File: src/hw/smsup_pkg.sv
package smsup_pkg;

  // ****************************************
  // configuration word layout
  // ****************************************
  localparam int          CFG_W         = 16;
  localparam int          CCP_W         = 8;
  localparam int          CFG_ARM_BIT   = 0;
  localparam int          CFG_CRC_BIT   = 1;
  localparam int          CFG_SWRST_BIT = 2;
  localparam logic [15:0] CFG_RST       = 16'h0000;
  localparam logic [7:0]  CCP_RST       = 8'h00;

  // ****************************************
  // timing
  // ****************************************
  localparam int          CORE_CLK_KHZ  = 50000;
  localparam int          INIT_TIME_US  = 45;
  localparam int          INIT_CYC      = (INIT_TIME_US * CORE_CLK_KHZ + 999) / 1000;
  localparam logic [11:0] INIT_LAST     = 12'(INIT_CYC - 1);
  localparam int          REACT_TIME_US = 20;
  localparam int          REACT_CYC     = REACT_TIME_US * CORE_CLK_KHZ / 1000;
  localparam int          RST_DONE_MS   = 1;
  localparam int          RST_DONE_CYC  = RST_DONE_MS * CORE_CLK_KHZ;

  // ****************************************
  // types
  // ****************************************
  typedef enum logic [1:0] {
    ST_HOLD  = 2'b00,
    ST_INIT  = 2'b01,
    ST_CHECK = 2'b11,
    ST_RUN   = 2'b10
  } smsup_state_t;

  typedef struct packed {
    logic switch_change_irq;
    logic overvolt_irq_flag;
    logic undervolt_irq_flag;
    logic selfcheck_fail_flag;
    logic por_flag;
  } smsup_irq_t;

  typedef struct packed {
    logic por_flag;
    logic other_irq_spi_flag;
  } smsup_spi_flags_t;

  // comparator levels and pins, all asynchronous to the core clock
  typedef struct packed {
    logic reset_pin;
    logic cs_n;
    logic vdd_ok;
    logic main_supply_good;
    logic main_supply_below_uv_fall;
    logic main_supply_above_uv_rise;
    logic main_supply_above_ov_rise;
    logic main_supply_below_ov_release;
  } smsup_pins_t;

  // synchroniser preset: chip-select idles high, every other level low
  localparam smsup_pins_t PINS_RST = 8'h40;

  typedef struct packed {
    smsup_pins_t      sy0;
    smsup_pins_t      sy1;
    logic             cs_d;
    smsup_state_t     state;
    logic [11:0]      init_cnt;
    logic [CFG_W-1:0] cfg;
    logic [CCP_W-1:0] ccp;
    smsup_irq_t       irq;
    logic             uv_live;
    logic             ov_live;
    logic             wait_base;
    logic             rd_seen;
    logic             int_n;
    smsup_spi_flags_t spi_flags;
    logic             crc_start;
    logic             wetting_en;
    logic             monitor_en;
    logic             poll_restart;
    logic             spi_en;
  } smsup_regs_t;

endpackage : smsup_pkg

File: src/hw/smsup_top.sv
`timescale 1ns/1ns
module smsup_top #(
  parameter int P_RST_DONE_CYC = smsup_pkg::RST_DONE_CYC
) (
  input  wire logic                         i_core_clk,
  input  wire logic                         i_srst,
  input  wire smsup_pkg::smsup_pins_t       i_pins,
  input  wire logic                         i_cfg_wr,
  input  wire logic [smsup_pkg::CFG_W-1:0]  i_cfg_wdata,
  input  wire logic                         i_ccp_wr,
  input  wire logic [smsup_pkg::CCP_W-1:0]  i_ccp_wdata,
  input  wire logic                         i_irq_stat_rd,
  input  wire logic                         i_trim_ok,
  input  wire logic                         i_poll_cycle_done,
  output logic                              o_int_n,
  output smsup_pkg::smsup_irq_t             o_irq_stat,
  output smsup_pkg::smsup_spi_flags_t       o_spi_flags,
  output logic                              o_undervolt_live_bit,
  output logic                              o_overvolt_live_bit,
  output logic [smsup_pkg::CFG_W-1:0]       o_cfg,
  output logic [smsup_pkg::CCP_W-1:0]       o_clean_current_cfg_reg,
  output logic                              o_crc_start,
  output logic                              o_wetting_en,
  output logic                              o_monitor_en,
  output logic                              o_poll_restart,
  output logic                              o_spi_en
);
  import smsup_pkg::*;

  // ****************************************
  // state and decoded inputs
  // ****************************************
  smsup_regs_t      r_reg;
  smsup_regs_t      r_next;
  smsup_pins_t      pin;
  logic             hold;
  logic             cs_rise;
  logic             uv_enter;
  logic             uv_exit;
  logic             ov_enter;
  logic             ov_exit;
  logic             running;
  logic             armed;
  logic [CFG_W-1:0] strobe_mask;
  logic [CFG_W-1:0] arm_mask;

  assign pin         = r_reg.sy1;
  assign hold        = pin.reset_pin | ~pin.main_supply_good;
  assign cs_rise     = pin.cs_n & ~r_reg.cs_d;
  assign running     = (r_reg.state == ST_RUN) & ~hold;
  assign armed       = r_reg.cfg[CFG_ARM_BIT];
  assign uv_enter    = running & pin.main_supply_below_uv_fall & ~r_reg.uv_live;
  assign uv_exit     = running & pin.main_supply_above_uv_rise & r_reg.uv_live;
  assign ov_enter    = running & pin.main_supply_above_ov_rise & ~r_reg.ov_live;
  assign ov_exit     = running & pin.main_supply_below_ov_release & r_reg.ov_live;
  assign strobe_mask = CFG_W'((1 << CFG_CRC_BIT) | (1 << CFG_SWRST_BIT));
  assign arm_mask    = CFG_W'(1 << CFG_ARM_BIT);

  // ****************************************
  // next state
  // ****************************************
  always_comb begin
    r_next              = r_reg;
    r_next.sy0          = i_pins;
    r_next.sy1          = r_reg.sy0;
    r_next.cs_d         = pin.cs_n;
    r_next.crc_start    = 1'b0;
    r_next.poll_restart = 1'b0;
    case (r_reg.state)
      ST_HOLD: begin
        r_next.state    = ST_INIT;
        r_next.init_cnt = 12'h000;
      end
      ST_INIT: begin
        r_next.init_cnt = r_reg.init_cnt + 12'h001;
        if (r_reg.init_cnt == INIT_LAST) begin
          r_next.state = ST_CHECK;
        end
      end
      ST_CHECK: begin
        r_next.irq.por_flag = 1'b1;
        r_next.irq.selfcheck_fail_flag = ~i_trim_ok;
        r_next.state = ST_RUN;
      end
      ST_RUN: begin
        if (cs_rise) begin
          if (r_reg.rd_seen) begin
            r_next.irq = '0;
          end
          r_next.rd_seen = 1'b0;
        end else if (~pin.cs_n && i_irq_stat_rd) begin
          r_next.rd_seen = 1'b1;
        end
        if (uv_enter) begin
          r_next.uv_live = 1'b1;
          r_next.irq.undervolt_irq_flag = 1'b1;
        end
        if (ov_enter) begin
          r_next.ov_live = 1'b1;
          r_next.irq.overvolt_irq_flag = 1'b1;
        end
        if (uv_exit) begin
          r_next.uv_live = 1'b0;
          r_next.irq.undervolt_irq_flag = 1'b1;
        end
        if (ov_exit) begin
          r_next.ov_live = 1'b0;
          r_next.irq.overvolt_irq_flag = 1'b1;
        end
        if (uv_exit || ov_exit) begin
          r_next.poll_restart = 1'b1;
          r_next.wait_base    = 1'b1;
        end
        if (r_reg.wait_base && i_poll_cycle_done && !r_next.poll_restart) begin
          r_next.wait_base = 1'b0;
          r_next.irq.switch_change_irq = 1'b1;
        end
        if (i_cfg_wr) begin
          if (armed) begin
            r_next.cfg = (r_reg.cfg & ~arm_mask) | (i_cfg_wdata & arm_mask);
          end else begin
            r_next.cfg = i_cfg_wdata & ~strobe_mask;
          end
          r_next.crc_start = i_cfg_wdata[CFG_CRC_BIT];
        end
        // clean-current register is writable at any time in run state, armed or not
        if (i_ccp_wr) begin
          r_next.ccp = i_ccp_wdata;
        end
        if (i_cfg_wr && i_cfg_wdata[CFG_SWRST_BIT]) begin
          r_next.state     = ST_INIT;
          r_next.init_cnt  = 12'h000;
          r_next.crc_start = 1'b0;
        end
      end
      default: begin
        r_next.state = ST_HOLD;
      end
    endcase
    if (hold || r_next.state != ST_RUN) begin
      r_next.cfg       = CFG_RST;
      r_next.ccp       = CCP_RST;
      r_next.uv_live   = 1'b0;
      r_next.ov_live   = 1'b0;
      r_next.wait_base = 1'b0;
      r_next.rd_seen   = 1'b0;
      if (r_next.state != ST_CHECK && r_reg.state != ST_CHECK) begin
        r_next.irq = '0;
      end
    end
    if (hold) begin
      r_next.state     = ST_HOLD;
      r_next.irq       = '0;
      r_next.crc_start = 1'b0;
      r_next.poll_restart = 1'b0;
    end
    // pin follows flags in the same cycle
    r_next.int_n = ~(|r_next.irq);
    r_next.spi_flags.other_irq_spi_flag =
      r_next.irq.undervolt_irq_flag | r_next.irq.overvolt_irq_flag;
    r_next.spi_flags.por_flag = r_next.irq.por_flag;
    // currents only armed and fault free
    r_next.wetting_en = (r_next.state == ST_RUN) & r_next.cfg[CFG_ARM_BIT]
                        & ~r_next.uv_live & ~r_next.ov_live;
    r_next.monitor_en = r_next.wetting_en;
    // serial side needs logic supply and any state but hold
    r_next.spi_en = (r_next.state != ST_HOLD) & pin.vdd_ok;
  end

  always_ff @(posedge i_core_clk) begin
    if (i_srst) begin
      r_reg       <= '0;
      r_reg.int_n <= 1'b1;
      r_reg.sy0   <= PINS_RST;
      r_reg.sy1   <= PINS_RST;
      r_reg.cs_d  <= 1'b1;
    end else begin
      r_reg <= r_next;
    end
  end

  // ****************************************
  // outputs
  // ****************************************
  assign o_int_n                 = r_reg.int_n;
  assign o_irq_stat              = r_reg.irq;
  assign o_spi_flags             = r_reg.spi_flags;
  assign o_undervolt_live_bit    = r_reg.uv_live;
  assign o_overvolt_live_bit     = r_reg.ov_live;
  assign o_cfg                   = r_reg.cfg;
  assign o_clean_current_cfg_reg = r_reg.ccp;
  assign o_crc_start             = r_reg.crc_start;
  assign o_wetting_en            = r_reg.wetting_en;
  assign o_monitor_en            = r_reg.monitor_en;
  assign o_poll_restart          = r_reg.poll_restart;
  assign o_spi_en                = r_reg.spi_en;

  // ****************************************
  // assertions
  // ****************************************
  localparam int REACT_MAX = REACT_CYC;
  logic [CFG_W-1:0] cfg_locked;
  logic [31:0]      busy_cnt;
  logic             plain_run;
  assign cfg_locked = r_reg.cfg & ~arm_mask;
  assign plain_run  = running & ~i_cfg_wr;

  always_ff @(posedge i_core_clk) begin
    if (i_srst || r_reg.state == ST_RUN || hold) begin
      busy_cnt <= 32'h00000000;
    end else begin
      busy_cnt <= busy_cnt + 32'h00000001;
    end
  end
endmodule : smsup_top

File: config.mk
export PLATFORM = sky130hd
export DESIGN_NAME = smsup_top
export DESIGN_NICKNAME = d
export VERILOG_FILES = /design/src/hw/smsup_pkg.sv /design/src/hw/smsup_top.sv
export SDC_FILE = /design/constraint.sdc
export NUM_CORES = 1
export LEC_CHECK = 0
export BUFFER_PORTS_ARGS = -buffer_cell sky130_fd_sc_hd__buf_2
export CORE_UTILIZATION = 47
export CTS_CLUSTER_DIAMETER = 80
export CTS_CLUSTER_SIZE = 20
export DETAILED_ROUTE_END_ITERATION = 10
export GPL_ROUTABILITY_DRIVEN = 0
export PLACE_DENSITY = 0.78
export SLEW_MARGIN = 20
export SYNTH_ARGS = -nofsm -noshare
export SYNTH_HDL_FRONTEND = slang
export SYNTH_SLANG_ARGS = --single-unit
File: constraint.sdc
create_clock -name i_core_clk -period 1.7 [get_ports i_core_clk]
set_input_delay 0.34 -clock i_core_clk [delete_from_list [all_inputs] [get_ports i_core_clk]]
set_output_delay 0.34 -clock i_core_clk [all_outputs]
set_load 0.01 [all_outputs]
==> results.cfg <==
[route]
drt-vias-per-instance = 5.25
first_pass_iters = 4
vias = 2408
wl_um = 6590
drc_errors = 0
ant_nets = 0
dr_wl_met2_um = 3060
drt_iter0_markers = 160
wl_per_cell_um = 14.4
met1Wirelength_um = 2710
wl_met3_um = 642
top_layer_used = met4

[min_path]
worstHoldPathType = in2reg
hold_path_depth = 2
worstHoldEndpoint = r_next[62]
hold_start = i_pins[6]

[grt]
grt_overflow = 0
antenna_found_initial = 0
track_usage_pct = 19.0
grt_pass1_vias = 2195
grt_max_degree = 24
grt_pass1_wl_um = 9370

[setup_path]
critPathArrivalTime_ps = 2030
critPathRequiredTime_ps = 1940
path_buf_inv = 3
crit_path_end_kind = register
cp-startpoint = r_reg[54]
crit_family = buffers and inverters
reg2reg_to = o_int_n
reg2regPathDepth = 8
cpPeakStageDelay_ps = 350
crit_chain = buf_6 -> inv_2 -> ha_2 -> buf_4 -> nand2b_1 -> o311ai_1 -> nand3_1 -> a41o_1
worstSetupStartpointType = register
cp_max_fo = 6
r2r_slack_ps = -90
critical-path-slowest-cell = dfxtp_2
timing.rr.start = r_reg[54]
path_class = reg2reg

[synthesis]
synth_adder_area_share_pct = 2.98
synthMuxAreaShare_pct = 5.87
async_reset_ff_share_pct = 0
synth_seq_cells = 68
yosys-top-cells-count = 68 x dfxtp_1, 36 x nor2_1, 33 x buf_4
avgSynthCellArea_um2 = 9.45
synth-edff-count = 0
synth_top_flop_cell = dfxtp_1
synthXorXnorAreaFrac_pct = 2.68
synth-simple-area-share_pct = 21.8
postSynthCellCount = 311
yosysTopAreaCell = dfxtp_1
synth_cell_types = 52
synth_seq_area_share_pct = 46.3
synth.top_cell.area_share_pct = 46.3
netlist_area_um2 = 2940
synth_top_family_by_area = simple AND/OR/NAND/NOR gates
yosysMostFrequentCell = dfxtp_1
synth-compound-area-share_pct = 9.54
synth.area.top_cells = dfxtp_1 46%, buf_4 8.4%, mux2i_1 5.1%
yosysWarnings = 0

[clock_tree]
clockBufferDepth = 2
clock_latency_ps = 350
clk_transition_reported_paths_ps = 70
clockRootBuffer = clkbuf_8
hold_buffers = 0
cts-buffers-inserted = 9
cts_tree = yes
htreeDepth = 3
cts.sinks = 68

[final_layout]
utilization_pct = 61.8
syn_to_final_growth_pct = 26.1
diodes = 0
multi_input_area_um2 = 1350
largest_register_ffs = 17
num-fill-cells = 487
drive_gt1_share_pct = 38.3
fin_cells = 459
finalInstanceArea_um2 = 3700
regArea_um2 = 1360
fin_nets = 425

[die]
start_util_pct = 49.1
row_count = 28
die_y_um = 81.1
dieArea_um2 = 6570
ios = 78
die_w_um = 81.1
coreArea_um2 = 5990

[status]
status = finished with violations
violations = setup timing

[power]
peakVddDrop_uv = 584
p_leak_nw = 1.61
power_frac_seq_pct = 50.0
p_clk_share_pct = 47.0
powerDensity_nw_per_um2 = 874
totalPowerFinal_mw = 3.24
p_int_mw = 2.57
switching_share_pct = 20.6
power.switching_uw = 666
p_comb_share_pct = 3.0

[place]
post-place-ws_ps = -77.7
io_buffers = 75
dp_cells = 440
hpwl_um = 4440
place_area_um2 = 3320

[sta]
drv_slew = 0
rsz0062_at_grt = true
period_needed_ps = 1790
fin_crit_sh_pct = 105
tns_ps = -369
finalHoldViolCount = 0
finalWorstSetupSlack_ps = -85.4
holdWs_ps = 181
setup_viol = 7
max_freq_mhz = 560
clock_skew_ps = 8.97

[flow_run]
drv_cap = 0
per-layer routing:
layer | vias up | track usage, %
met5 | - | 0
met2 | 135 | 30.4
met4 | 0 | 8.75
met1 | 1079 | 22.1
li1 | 1167 | -
met3 | 27 | 7.87
power by group through the flow:
stage | Combinational, mW | Sequential [mW] | Clock, mW
2_1_floorplan | 0.0381 | 1.65 | 0
3_3_place_gp | 0.0938 | 1.65 | 0
3_5_place_dp | 0.0945 | 1.66 | 0
4_1_cts | 0.0965 | 1.62 | 1.54
5_1_grt | 0.109 | 1.62 | 1.64
6_report | 0.0987 | 1.62 | 1.52
cells in the final DEF, fill, tap and decap left out, types with 2 or more instances in the layout:
master and count:
buf_2 75, dfxtp_1 66, nor2_1 36, buf_4 17, mux2i_1 15, a21oi_1 14, nor2b_1 14, nand3_1 13
nand2_1 13, clkbuf_8 11, nor3_1 10, xnor2_1 9, o21ai_0 5, ha_1 4, buf_12 4, inv_1 3
a22oi_1 3, nand2b_1 3, or2_2 3, buf_6 3, inv_2 2, nor4b_2 2, and4b_1 2, nor3b_1 2
nand4_1 2, nand3b_1 2, mux2_2 2, a31o_2 2, and2_1 2, nor4_1 2, ha_2 2, conb_1 2
clkinvlp_4 2, bufinv_16 2, dfxtp_2 2
cell type report:
| cell class | instances | area share [%] |
|---|---|---|
| Tap cell | 75 | 2.53 |
| Sequential cell | 68 | 36.8 |
| Multi-Input combinational cell | 195 | 36.5 |
| Clock inverter | 5 | 2.26 |
| Inverter | 5 | 0.507 |
| Clock buffer | 11 | 4.09 |
| Timing Repair Buffer | 100 | 17.3 |
worst max-delay path by stage:
stage	to	slack (ps)	cells past startpoint
6_report	o_int_n	-90	8
3_3_place_gp	r_reg[52]	30	6
5_1_grt	o_int_n	-120	8
3_5_place_dp	o_monitor_en	-80	7
2_1_floorplan	o_int_n	10	7
4_1_cts	o_cfg[12]	20	7
kinds of logic after synthesis:
family | count (synthesis)
simple gates | 118
flops | 68
buf+inv | 49
compound gates | 42
mux | 17
xor+xnor | 9
fa+ha+maj | 7
other cells | 1
repair_timing:
| action | in CTS | in global routing |
|---|---|---|
| endpoints found under the setup margin | 4 | 37 |
| setup buffers | 0 | 1 |
| cloned | 0 | 2 |
| gates resized for setup | 6 | 21 |
| pin swaps | 2 | 7 |
Note: power is estimated with default switching activity, not from simulation.
